File: src/hw/pir_pkg.sv
// Purpose: Constants and types for the peripheral interrupt router
// Assumes: AHB-Lite register access, 32-bit words
// Notes: Byte offsets are word aligned
package pir_pkg;
   localparam int NUM_SRC = 64;
   localparam int NUM_GP = 7;
   localparam int NUM_ASSIGN = 8;
   localparam int FIELD_W = 4;
   localparam int SRC_PER_ASSIGN = 8;
   localparam logic [3:0] GP_VAL_MAX = 4'h6;
   // Register byte offsets
   localparam logic [7:0] OFS_MASK0 = 8'h00;
   localparam logic [7:0] OFS_MASK1 = 8'h04;
   localparam logic [7:0] OFS_STAT0 = 8'h08;
   localparam logic [7:0] OFS_STAT1 = 8'h0C;
   localparam logic [7:0] OFS_WAKE0 = 8'h10;
   localparam logic [7:0] OFS_WAKE1 = 8'h14;
   localparam logic [7:0] OFS_ASSIGN0 = 8'h20;
   localparam logic [7:0] OFS_ASSIGN7 = 8'h3C;
   localparam logic [7:0] OFS_IRQ_STAT = 8'h40;
   localparam logic [7:0] OFS_IRQ_EN = 8'h44;
   localparam logic [7:0] OFS_IRQ_CLR = 8'h48;
   localparam logic [31:0] MASK_RESET = 32'h0000_0000;
   localparam logic [31:0] WAKE_RESET = 32'h0000_0000;
   // Default assignment words, source 8k in bits [3:0]; reserved fields hold 0xF
   localparam logic [31:0] ASSIGN_RESET [NUM_ASSIGN] = '{
      32'h0000_0000, 32'h2211_F000, 32'h3333_2222, 32'hF444_4433,
      32'h5555_5555, 32'hFFFF_F655, 32'hFFFF_FFFF, 32'hFFFF_FFFF};
   // Interrupt event bits
   localparam int EV_WAKE = 0;
   localparam int EV_ASSIGN_BAD = 1;
   localparam int EV_W = 2;
   localparam logic [1:0] HTRANS_NONSEQ = 2'h2;

   typedef struct packed {
      logic sel;
      logic write;
      logic [7:0] addr;
   } pir_req_s;
endpackage

File: src/hw/pir_router.sv
// Purpose: Routes 64 peripheral requests to seven core general-purpose inputs
// Assumes: AHB-Lite single word transfers, zero wait states
// Notes: Reserved and unused sources default to field 0xF and route nowhere
// Operation
// - Each request goes to at most one core input per its assignment field.
// - Software rewrites assignment fields; new routing applies at once.
// - Assignment value n selects core input n (core_gp_input bit n) for n in 0..6.
// - Sources 0-10 reset to value 0; source 11 reserved, drives nothing.
// - Sources 12-13 reset to value 1, sources 14-19 to value 2.
// - 20-25 value 3, 26-30 value 4, 32-41 value 5, 42 value 6.
// - Mask, status and wake each held in a pair of 32-bit registers.
// - Mask bit set forwards the source to its core input; clear blocks that routing but not wakeup.
// - Status bit reads one while the source asserts its request.
// - Wake-enabled source asserting while core idle raises a wakeup.
`timescale 1ns/10ps
module pir_router (
   input wire logic hclk,
   input wire logic hresetn,
   input wire logic hsel,
   input wire logic [31:0] haddr,
   input wire logic [1:0] htrans,
   input wire logic hwrite,
   input wire logic [2:0] hsize,
   input wire logic [31:0] hwdata,
   input wire logic hready,
   output logic [31:0] hrdata,
   output logic hreadyout,
   output logic hresp,
   input wire logic [63:0] periph_irq,
   input wire logic core_idle,
   output logic [6:0] core_gp_input,
   output logic core_wakeup,
   output logic irq
);
   logic [63:0] src_sync;
   logic [63:0] mask_reg, mask_next;
   logic [63:0] wake_reg, wake_next;
   logic [31:0] assign_reg [pir_pkg::NUM_ASSIGN];
   logic [31:0] assign_next [pir_pkg::NUM_ASSIGN];
   logic [1:0] ev_stat_reg, ev_stat_next;
   logic [1:0] ev_en_reg, ev_en_next;
   pir_pkg::pir_req_s req_reg, req_next;
   logic [31:0] rdata_reg, rdata_next;
   logic [6:0] gp_reg, gp_next;
   logic wake_out_reg, wake_out_next;
   logic [1:0] ev_set;
   logic [1:0] ev_clr;
   logic [7:0] wr_addr;
   logic assign_hit;
   // Per-source field and qualifiers, shared by routing and events
   logic [3:0] src_fld [pir_pkg::NUM_SRC];
   logic [63:0] src_live;
   logic [63:0] src_bad;
   logic [63:0] src_wake;

   // Peripheral requests arrive from other logic; synchronise first
   pir_sync #(.W(pir_pkg::NUM_SRC)) u_sync (
      .hclk(hclk),
      .hresetn(hresetn),
      .d(periph_irq),
      .q(src_sync)
   );

   // Bus address phase capture; write data follows one cycle later
   always_comb begin
      req_next.sel = hsel && hready && (htrans == pir_pkg::HTRANS_NONSEQ);
      req_next.write = hwrite;
      req_next.addr = haddr[7:0];
   end

   // Register write path
   always_comb begin
      mask_next = mask_reg;
      wake_next = wake_reg;
      ev_en_next = ev_en_reg;
      ev_clr = 2'h0;
      assign_next = assign_reg;
      wr_addr = req_reg.addr;
      // Range test keeps the eight assignment words out of the case list
      assign_hit = (wr_addr >= pir_pkg::OFS_ASSIGN0) && (wr_addr <= pir_pkg::OFS_ASSIGN7);
      if (req_reg.sel && req_reg.write) begin
         unique case (wr_addr)
            pir_pkg::OFS_MASK0: mask_next[31:0] = hwdata;
            pir_pkg::OFS_MASK1: mask_next[63:32] = hwdata;
            pir_pkg::OFS_WAKE0: wake_next[31:0] = hwdata;
            pir_pkg::OFS_WAKE1: wake_next[63:32] = hwdata;
            pir_pkg::OFS_IRQ_EN: ev_en_next = hwdata[1:0];
            pir_pkg::OFS_IRQ_CLR: ev_clr = hwdata[1:0];
            default: begin
               if (assign_hit) begin
                  assign_next[wr_addr[4:2]] = hwdata;
               end
            end
         endcase
      end
   end

   // Per-source decode of assignment field, mask and wake enable
   always_comb begin
      for (int s = 0; s < pir_pkg::NUM_SRC; s++) begin
         src_fld[s] = assign_reg[s / pir_pkg::SRC_PER_ASSIGN]
            [(s % pir_pkg::SRC_PER_ASSIGN) * pir_pkg::FIELD_W +: pir_pkg::FIELD_W];
         src_live[s] = src_sync[s] && mask_reg[s];
         src_bad[s] = src_live[s] && (src_fld[s] > pir_pkg::GP_VAL_MAX);
         src_wake[s] = src_sync[s] && wake_reg[s];
      end
   end

   // Routing and wakeup; fields above six route nowhere
   always_comb begin
      gp_next = 7'h00;
      for (int s = 0; s < pir_pkg::NUM_SRC; s++) begin
         if (src_live[s] && !src_bad[s]) begin
            gp_next[src_fld[s][2:0]] = 1'h1;
         end
      end
      // Core idle is a same-clock level, so no sync stages here
      wake_out_next = (|src_wake) && core_idle;
   end

   // Events; set wins over a same-cycle clear
   always_comb begin
      ev_set = 2'h0;
      ev_set[pir_pkg::EV_WAKE] = wake_out_next;
      ev_set[pir_pkg::EV_ASSIGN_BAD] = |src_bad;
      ev_stat_next = (ev_stat_reg & ~ev_clr) | ev_set;
   end

   // Read data from next values for mask, wake, enable and assignment words, so a read right behind a write sees it
   always_comb begin
      rdata_next = 32'h0000_0000;
      if (req_next.sel && !req_next.write) begin
         unique case (req_next.addr)
            pir_pkg::OFS_MASK0: rdata_next = mask_next[31:0];
            pir_pkg::OFS_MASK1: rdata_next = mask_next[63:32];
            pir_pkg::OFS_STAT0: rdata_next = src_sync[31:0];
            pir_pkg::OFS_STAT1: rdata_next = src_sync[63:32];
            pir_pkg::OFS_WAKE0: rdata_next = wake_next[31:0];
            pir_pkg::OFS_WAKE1: rdata_next = wake_next[63:32];
            pir_pkg::OFS_IRQ_STAT: rdata_next = {30'h0, ev_stat_reg};
            pir_pkg::OFS_IRQ_EN: rdata_next = {30'h0, ev_en_next};
            default: begin
               if (req_next.addr >= pir_pkg::OFS_ASSIGN0 &&
                   req_next.addr <= pir_pkg::OFS_ASSIGN7) begin
                  rdata_next = assign_next[req_next.addr[4:2]];
               end
            end
         endcase
      end
   end

   // Bus pipeline
   always_ff @(posedge hclk or negedge hresetn) begin
      if (!hresetn) begin
         req_reg <= '0;
         rdata_reg <= 32'h0000_0000;
      end else begin
         req_reg <= req_next;
         rdata_reg <= rdata_next;
      end
   end

   // Software configuration; mask resets closed so nothing fires early
   always_ff @(posedge hclk or negedge hresetn) begin
      if (!hresetn) begin
         mask_reg <= {pir_pkg::MASK_RESET, pir_pkg::MASK_RESET};
         wake_reg <= {pir_pkg::WAKE_RESET, pir_pkg::WAKE_RESET};
         ev_en_reg <= 2'h0;
      end else begin
         mask_reg <= mask_next;
         wake_reg <= wake_next;
         ev_en_reg <= ev_en_next;
      end
   end

   // Assignment words
   always_ff @(posedge hclk or negedge hresetn) begin
      if (!hresetn) begin
         assign_reg <= pir_pkg::ASSIGN_RESET;
      end else begin
         assign_reg <= assign_next;
      end
   end

   // Core side outputs, registered so the core sees clean levels
   always_ff @(posedge hclk or negedge hresetn) begin
      if (!hresetn) begin
         gp_reg <= 7'h00;
         wake_out_reg <= 1'h0;
      end else begin
         gp_reg <= gp_next;
         wake_out_reg <= wake_out_next;
      end
   end

   // Sticky event status
   always_ff @(posedge hclk or negedge hresetn) begin
      if (!hresetn) begin
         ev_stat_reg <= 2'h0;
      end else begin
         ev_stat_reg <= ev_stat_next;
      end
   end

   // Zero wait states, always OKAY
   assign hreadyout = 1'h1;
   assign hresp = 1'h0;
   assign hrdata = rdata_reg;
   assign core_gp_input = gp_reg;
   assign core_wakeup = wake_out_reg;
   assign irq = |(ev_stat_reg & ev_en_reg);
endmodule // pir_router

File: src/hw/pir_sync.sv
// Purpose: Two-flop synchroniser for a vector of levels
// Assumes: Inputs are asynchronous levels
// Notes: First stage feeds only the second
`timescale 1ns/10ps
module pir_sync #(
   parameter int W = 64
) (
   input wire logic hclk,
   input wire logic hresetn,
   input wire logic [W-1:0] d,
   output logic [W-1:0] q
);
   logic [W-1:0] meta_reg;
   logic [W-1:0] q_reg;

   always_ff @(posedge hclk or negedge hresetn) begin
      if (!hresetn) begin
         meta_reg <= '0;
         q_reg <= '0;
      end else begin
         meta_reg <= d;
         q_reg <= meta_reg;
      end
   end

   assign q = q_reg;
endmodule // pir_sync

File: config.mk
export PLATFORM = sky130hd
export DESIGN_NAME = pir_router
export DESIGN_NICKNAME = d
export VERILOG_FILES = /design/src/hw/pir_pkg.sv /design/src/hw/pir_router.sv /design/src/hw/pir_sync.sv
export SDC_FILE = /design/constraint.sdc
export NUM_CORES = 1
export LEC_CHECK = 0
export BUFFER_PORTS_ARGS = -buffer_cell sky130_fd_sc_hd__buf_2
export CORE_MARGIN = 2
export CORE_UTILIZATION = 35
export CTS_BUF_LIST = sky130_fd_sc_hd__clkbuf_4 sky130_fd_sc_hd__clkbuf_8 sky130_fd_sc_hd__clkbuf_16
export CTS_CLUSTER_DIAMETER = 150
export DETAILED_ROUTE_END_ITERATION = 10
export HOLD_SLACK_MARGIN = 0.15
export PLACE_DENSITY_LB_ADDON = 0.25
export REMOVE_ABC_BUFFERS = 1
export SLEW_MARGIN = 20
export SYNTH_ARGS = -nofsm -noshare
export SYNTH_HDL_FRONTEND = slang
export SYNTH_SLANG_ARGS = --single-unit
File: constraint.sdc
create_clock -name hclk -period 6.19 [get_ports hclk]
set_input_delay 0.3095 -clock hclk [delete_from_list [all_inputs] [get_ports hclk]]
set_output_delay 0.3095 -clock hclk [all_outputs]
set_load 0.01 [all_outputs]
* Word-level counts from Yosys, hierarchy flattened
Cells that the tools add are included.
** Storage, ports and cells
- Register bits after elaboration :: 566
- Input port bits :: 139
- Output and inout port bits :: 43
** Operators by class
- Magnitude comparators :: 199
- Equal/unequal tests :: 13
- Mux-type cells :: 214
- Bitwise gates (word level) :: 69
- Reduce and logical (&&, ||, !) cells :: 399
** Operators with widths (number)
- $mux 256 :: 3
- $mux 7 :: 64
- $or 7x7->7 :: 63
- $logic_and 1x1->1 :: 328
- $mux 32 :: 9
- $bwmux 256 :: 1
- $gt 4x3->1 const B :: 64
- $lt 3x4->1 const B :: 64
- $pmux 32 s8 :: 1
- $demux 1 s3 :: 64
- $ge 3x1->1 const B :: 64
- $mux 64 :: 2
- $reduce_or 64->1 :: 2
- $bmux 32 s3 :: 1
- $demux 32 s3 :: 1
- $logic_not 1->1 :: 65
- $mux 1 :: 64
- $eq 8x5->1 const B :: 4
- $eq 8x7->1 const B :: 4
- $eq 8x3->1 const B :: 2
- $eq 8x4->1 const B :: 2
- $ge 8x6->1 const B :: 2
- $le 8x6->1 const B :: 2
- $logic_not 8->1 :: 2
- 10 further kinds :: 16

* Depth between registers and ports, before layout
Gate-level depths: netlist of run 1.
- Depth in word-level cells :: 131
- Gate-level depth with buffers :: 10
- Depth with buffers taken out :: 7

* Modules after synthesis
Synthesis of run 1 repeated with hierarchy kept, for this count alone.
** Unflattened totals
- Cell total of the unflattened synthesis :: 2881
- Area, all modules :: 30277.8 um2
** Modules (own cells, without submodules)
- pir_router :: instances 1, cells an instance 2753, area an instance 27074.7 um2, seq. area each 11134.4 um2
- pir_sync :: instances 1, cells an instance 128, area an instance 3203.1 um2, seq. area each 3203.1 um2

* Least setup slack after synthesis of run 1
Ideal clock, no wire load.
- Kind :: reg-to-reg
- Start point :: register req_reg, in the netlist wr_addr[7]
- End point :: register rdata_reg[10], in the netlist hrdata[10]
- Setup time :: 0.131 ns
- Arrival :: 2.388 ns
- Setup slack :: 3.671 ns
- Cell stages (with the launch flop) :: 8
- Buffers on the path :: 1
- Clock period less this slack :: 2.519 ns
- Path through :: dfrtp_1 or4_1 nor2_4 buf_4 mux2_2 a22oi_1 a31oi_1 or3_1
** RTL lines
- from (decl) :: RTL line pir_router.sv:42 : pir_pkg::pir_req_s req_reg, req_next;
- from (signal assigned) :: RTL line pir_router.sv:158 : req_reg <= req_next;
- to (signal assigned) :: RTL line pir_router.sv:159 : rdata_reg <= rdata_next;
- to (decl) :: RTL line pir_router.sv:43 : logic [31:0] rdata_reg, rdata_next;

==> flow_metrics.env, run 1 <==
export IMPL_status="completed"
export IMPL_clk_pin_slew_ps=70
export IMPL_tns_ps=0
export IMPL_clockBufferDepth=3
export IMPL_layoutNonFillerInstCount=4166
export IMPL_slew_headroom_pct=11.54
export IMPL_die_h_um=291.7
export IMPL_pwr_share_comb_pct=9.8
export IMPL_htreeDepth=3
export IMPL_start_util_pct=35.34
export IMPL_grt_max_degree=164
export IMPL_grt_first_pass_wirelength_mm=246.1
export IMPL_final_common_cell="dfrtp_1"
export IMPL_die_w_um=291.7
export IMPL_ant_nets=0
export IMPL_ys_flop_type="dfrtp_1"
export IMPL_grt_pass1_vias=26740
export IMPL_power_density_nw_per_um2=264.0
export IMPL_fillers=7974
export IMPL_syn_inst=2792
export IMPL_netlist_area_um2=28970
export IMPL_drc=0
export IMPL_hold_path_class="in2reg"
export IMPL_io_pins=182
export IMPL_worstSetupStartpointType="register"
export IMPL_postCtsSetupBuffers=0
export IMPL_setup_viol_count_final=0
export IMPL_netlist_area_leader_share_pct=36.89
export IMPL_synth_async_reset_ratio_pct=100.0
export IMPL_wirelength_mm=187.4
export IMPL_gp_congestion=1.101
export IMPL_min_period_ps=3747
export IMPL_power_total_uw=9111
export IMPL_tritoncts="built"
export IMPL_dp_cells=3933
export IMPL_power_frac_seq_pct=44.9
export IMPL_leakagePower_uw=0.01397
export IMPL_clk_latency_ps=630
export IMPL_maxCapViolCount=0
export IMPL_dieArea_um2=85080
export IMPL_synth_largest_area_cell="dfrtp_1"
export IMPL_rsz0062_at_grt="no"
export IMPL_via_count=27890
export IMPL_drt_iter0_drc=3941
export IMPL_final_cell_mix="dfrtp_1 (427), mux2_2 (302), nand2_1 (300)"
export IMPL_viasPerCell=6.695
export IMPL_syn_area_per_cell_um2=10.38
export IMPL_yosysUniqueCellTypes=82
export IMPL_largest_reg_flops=256
export IMPL_yosys_register_bits=566
export IMPL_final_core_util_pct=42.10
export IMPL_swShare_pct=28.31
export IMPL_worstMarginPinSlew_ps=1317
export IMPL_max_freq_mhz=266.9
export IMPL_fin_crit_sh_pct=60.53
export IMPL_yosysSeqAreaShare_pct=49.49
export IMPL_pre_cts_slack_ps=2642
export IMPL_cts_root_buf="clkbuf_16"
export IMPL_fin_ws_ps=2443
export IMPL_power_internal_uw=6532
export IMPL_finalClockSkew_ps=22.98
export IMPL_switching_power_uw=2580
export IMPL_grt_util_all_layers_pct=43.52
export IMPL_crit_type="reg2reg"
export IMPL_numCtsBuffers=68
export IMPL_drt_first_pass_iters=5
export IMPL_hold_viol_final=0
export IMPL_synthTopCellsByArea="dfrtp_1 (37%), dfstp_2 (13%), mux2_2 (12%)"
export IMPL_slew_viol_final=0
export IMPL_clock_sinks=566
export IMPL_nets=3174
export IMPL_arrival_ps=4210
export IMPL_drive_gt1_share_pct=27.99
export IMPL_clkPwrFrac_pct=45.2
export IMPL_crit_required_ps=6660
export IMPL_portBuffers=152
export IMPL_hpwl_mm=152.0
export IMPL_synthToLayoutAreaGrowth_pct=19.14
export IMPL_yosys_warnings=0
export IMPL_cp_end_kind="register"
export IMPL_overflow=0
export IMPL_antenna_found_initial=24
export IMPL_vdd_drop_max_uv=331.7
export IMPL_wl_per_cell_um=44.99
export IMPL_cp_max_fo=11
export IMPL_core_um2=81980
export IMPL_num_rows=105
export IMPL_synth_edff_count=0
final timing paths:
path	startpoint	end	slack, ps	cells past startpoint
setup / recovery	wr_addr[7]	hrdata[9]	2440	8
hold / removal	hwdata[13]	assign_reg[13]	200	3
setup reg to reg	wr_addr[7]	hrdata[9]	2440	8
hold reg to reg	u_sync.meta_reg[8]	u_sync.q[8]	340	0
max in group asynchronous	hresetn	assign_reg[227]	4460	3
min in group asynchronous	hresetn	u_sync.meta_reg[52]	320	2
stage by stage:
stage / hold WS (ps) / instance area, um2
2_1_floorplan: 13.91 / 28260
3_3_place_gp: 332.6 / 31160
3_5_place_dp: 334.7 / 31190
4_1_cts: 159.5 / 34470
5_1_grt: 186.1 / 34500
6_report: 196.2 / 34510
kinds of logic (layout without fill, tap and decap cells):
family / count (synthesis) / after routing / synth area share (%)
and+or+nand+nor: 1091 / 1091 / 19.32
DFF: 566 / 566 / 49.49
AOI/OAI and AO/OA: 548 / 548 / 13.18
muxes: 387 / 387 / 15.15
buffers and inverters: 198 / 496 / 2.825
other: 2 / 8 / 0.02593
Yosys cell counts (72+ instances only):
master,number
dfrtp_1,427
mux2_2,302
o22ai_1,84
nor4_1,93
dfstp_2,139
nand3_1,90
a22oi_1,72
clkbuf_1,123
a31oi_1,104
nor2_1,182
nor3_1,127
nand2_1,306
power by group through the flow:
stage | logic, uW | registers, uW | clock network, uW
2_1_floorplan | 322 | 4020 | 0
3_3_place_gp | 799 | 4130 | 0
3_5_place_dp | 809 | 4140 | 0
4_1_cts | 862 | 4080 | 4150
5_1_grt | 919 | 4090 | 4310
6_report | 894 | 4090 | 4120
worst max-delay path: stages, from the launching register on:
cell,delay [ps]
dfrtp_1,460
nor4b_4,520
and2_2,670
buf_4,370
mux2_1,390
nor2_1,690
o41a_1,230
o31a_1,160
a311oi_1,70
routing by layer:
layer  part of all wire, %  wire, um  track usage [%]  vias to the layer above
li1                      -         -                -                    11070
met1                    39     74000            57.13                    14320
met2                    40     75650            61.27                     2011
met3                    12     22680            14.07                      472
met4                   8.0     14990            28.40                       14
met5                 0.048        90                0                        -
final cells by class:
class	instances	area, um2	share of cell area (%)
clock buffers	94	1983	5.746
diodes	6	15.01	0.04351
clock inverters	31	289.0	0.8375
inverters	29	108.9	0.3154
repair buffers	342	2502	7.251
multi-input cells	2028	13940	40.38
well taps	1070	1339	3.879
flip-flops and latches	566	14340	41.54
timing repair:
action | in CTS | in global routing
setup endpoints to repair | 0 | 0
hold buffers | 101 | 0
resized for setup | 0 | 0
endpoints found under the hold margin | 250 | 0
(Power assumes the default switching activity.)
==> run 2: changes to the inputs <==
clock period = 3.5 ns   (was 6.19 ns; I/O delays follow)
==> flow_metrics.env, run 2 (synthesized netlist as in run 1, its figures left out) <==
export IMPL_worstMarginPinSlew_ps=1328
export IMPL_crit_type="reg2reg"
export IMPL_antenna_found_initial=20
export IMPL_r2r_cells=7
export IMPL_reg2reg_from="u_sync.q[34]"
export IMPL_die_w_um=291.7
export IMPL_nets=3297
export IMPL_dp_cells=4042
export IMPL_drc=0
export IMPL_slew_headroom_pct=10.67
export IMPL_fin_ws_ps=212.9
export IMPL_rsz0062_at_grt="no"
export IMPL_layoutNonFillerInstCount=4294
export IMPL_vdd_drop_max_uv=475.6
export IMPL_tns_ps=0
export IMPL_switching_power_uw=4634
export IMPL_worstHoldPathCells=2
export IMPL_gp_congestion=1.106
export IMPL_drive_gt1_share_pct=29.95
export IMPL_hold_viol_final=0
export IMPL_pre_cts_slack_ps=301.9
export IMPL_max_freq_mhz=304.2
export IMPL_via_count=28620
export IMPL_clock_sinks=566
export IMPL_fin_crit_sh_pct=93.92
export IMPL_power_density_nw_per_um2=464.4
export IMPL_start_util_pct=35.34
export IMPL_whs_endpoint="u_sync.meta_reg[3]"
export IMPL_grt_first_pass_wirelength_mm=249.6
export IMPL_wl_per_cell_um=44.51
export IMPL_cts_resized=0
export IMPL_crit_buf_inv=1
export IMPL_status="completed"
export IMPL_grt_util_all_layers_pct=44.16
export IMPL_overflow=0
export IMPL_slew_viol_final=0
export IMPL_finalClockSkew_ps=29.70
export IMPL_cts_root_buf="clkbuf_16"
export IMPL_dieArea_um2=85080
export IMPL_swShare_pct=27.85
export IMPL_htreeDepth=3
export IMPL_grt_max_degree=98
export IMPL_grt_pass1_vias=27120
export IMPL_r2r_slack_ps=210
export IMPL_critPathMaxStageDelay_ps=810
export IMPL_numCtsBuffers=67
export IMPL_drt_first_pass_iters=8
export IMPL_portBuffers=152
export IMPL_min_period_ps=3287
export IMPL_num_rows=105
export IMPL_synthToLayoutAreaGrowth_pct=23.66
export IMPL_wirelength_mm=191.1
export IMPL_clockBufferDepth=3
export IMPL_crit_required_ps=3980
export IMPL_arrival_ps=3770
export IMPL_ant_nets=0
export IMPL_cp_max_fo=3
export IMPL_core_um2=81980
export IMPL_tritoncts="built"
export IMPL_power_total_uw=16640
export IMPL_io_pins=182
export IMPL_setup_viol_count_final=0
export IMPL_pwr_share_comb_pct=10.2
export IMPL_hpwl_mm=154.6
export IMPL_power_frac_seq_pct=43.6
export IMPL_r2r_end="core_gp_input[2]"
export IMPL_largest_reg_flops=256
export IMPL_final_core_util_pct=43.70
export IMPL_maxCapViolCount=0
export IMPL_clk_pin_slew_ps=60
export IMPL_crit_family="simple AND/OR/NAND/NOR gates"
export IMPL_clk_latency_ps=650
export IMPL_die_h_um=291.7
export IMPL_final_cell_mix="dfrtp_1 (427), mux2_2 (302), nand2_1 (301)"
export IMPL_cpMaxStageDelayCell="a2111oi_0"
export IMPL_cp_end_kind="register"
export IMPL_clkPwrFrac_pct=46.3
export IMPL_worstSetupStartpointType="register"
export IMPL_power_internal_uw=12000
export IMPL_final_common_cell="dfrtp_1"
export IMPL_hold_path_class="in2reg"
export IMPL_crit_chain="nand2_1 -> or3_1 -> o21ai_0 -> a2111oi_0 -> buf_4 -> nand4_1 -> or4_1"
export IMPL_postCtsSetupBuffers=0
export IMPL_hp_start="periph_irq[3]"
export IMPL_viasPerCell=6.666
export IMPL_drt_iter0_drc=4248
export IMPL_leakagePower_uw=0.01467
## run 2: changes by cell type in the layout (fill, tap and decap cells not counted), moves of 5 or more
cell and delta:
diode_2 +6, clkbuf_4 +5, buf_4 +91, bufinv_16 +5, inv_6 -5, clkinv_2 -10
dlygate4sd3_1 +16, buf_12 +17
## run 2: layout make-up
| type | count | area (um2) |
|---|---|---|
| clock buffers | 98 | 1996 |
| diodes | 12 | 30.03 |
| clock inverters | 25 | 426.7 |
| flip-flops and latches | 566 | 14340 |
| fillers | 7846 | 46160 |
| repair buffers | 466 | 3686 |
| multi-input cells | 2028 | 13900 |
| inverters | 29 | 108.9 |
| well taps | 1070 | 1339 |
## run 2: power by group through the flow
| stage | registers [uW] | logic (uW) | clock network (uW) |
|---|---|---|---|
| 5_1_grt | 7250 | 1730 | 8030 |
| 4_1_cts | 7220 | 1630 | 7730 |
| 3_3_place_gp | 7320 | 1510 | 0 |
| 2_1_floorplan | 7120 | 569 | 0 |
| 6_report | 7250 | 1690 | 7700 |
| 3_5_place_dp | 7320 | 1520 | 0 |
## run 2: layer usage
layer	vias to the layer above	GRT usage [%]	share of wire, %
li1	11310	-	-
met1	14680	55.98	39
met2	2111	63.03	41
met3	508	16.59	12
met4	20	28.12	7.8
met5	-	0.9643	0.079
## run 2: worst max-delay path by stage
stage / slack [ps] / end / from / cells past startpoint
2_1_floorplan: 160 / hrdata[1] / haddr[1] / 5
3_3_place_gp: 250 / core_gp_input[2] / u_sync.q[47] / 9
3_5_place_dp: 300 / core_gp_input[2] / u_sync.q[34] / 7
4_1_cts: 300 / core_gp_input[2] / u_sync.q[47] / 9
5_1_grt: 290 / core_gp_input[1] / assign_reg[31] / 8
6_report: 210 / core_gp_input[2] / u_sync.q[34] / 7
## run 2: repair_timing
item	4_1_cts	5_1_grt
setup endpoints to repair	0	0
endpoints found under the hold margin	479	0
hold buffers	117	0
## run 2: through the flow
stage               area (um2)  hold WS [ps]
floorplan                28260        -120.6
global placement         32180         282.5
detailed placement       32190         284.3
CTS                      35780         151.9
global route             35800         184.4
finish                   35820         169.4
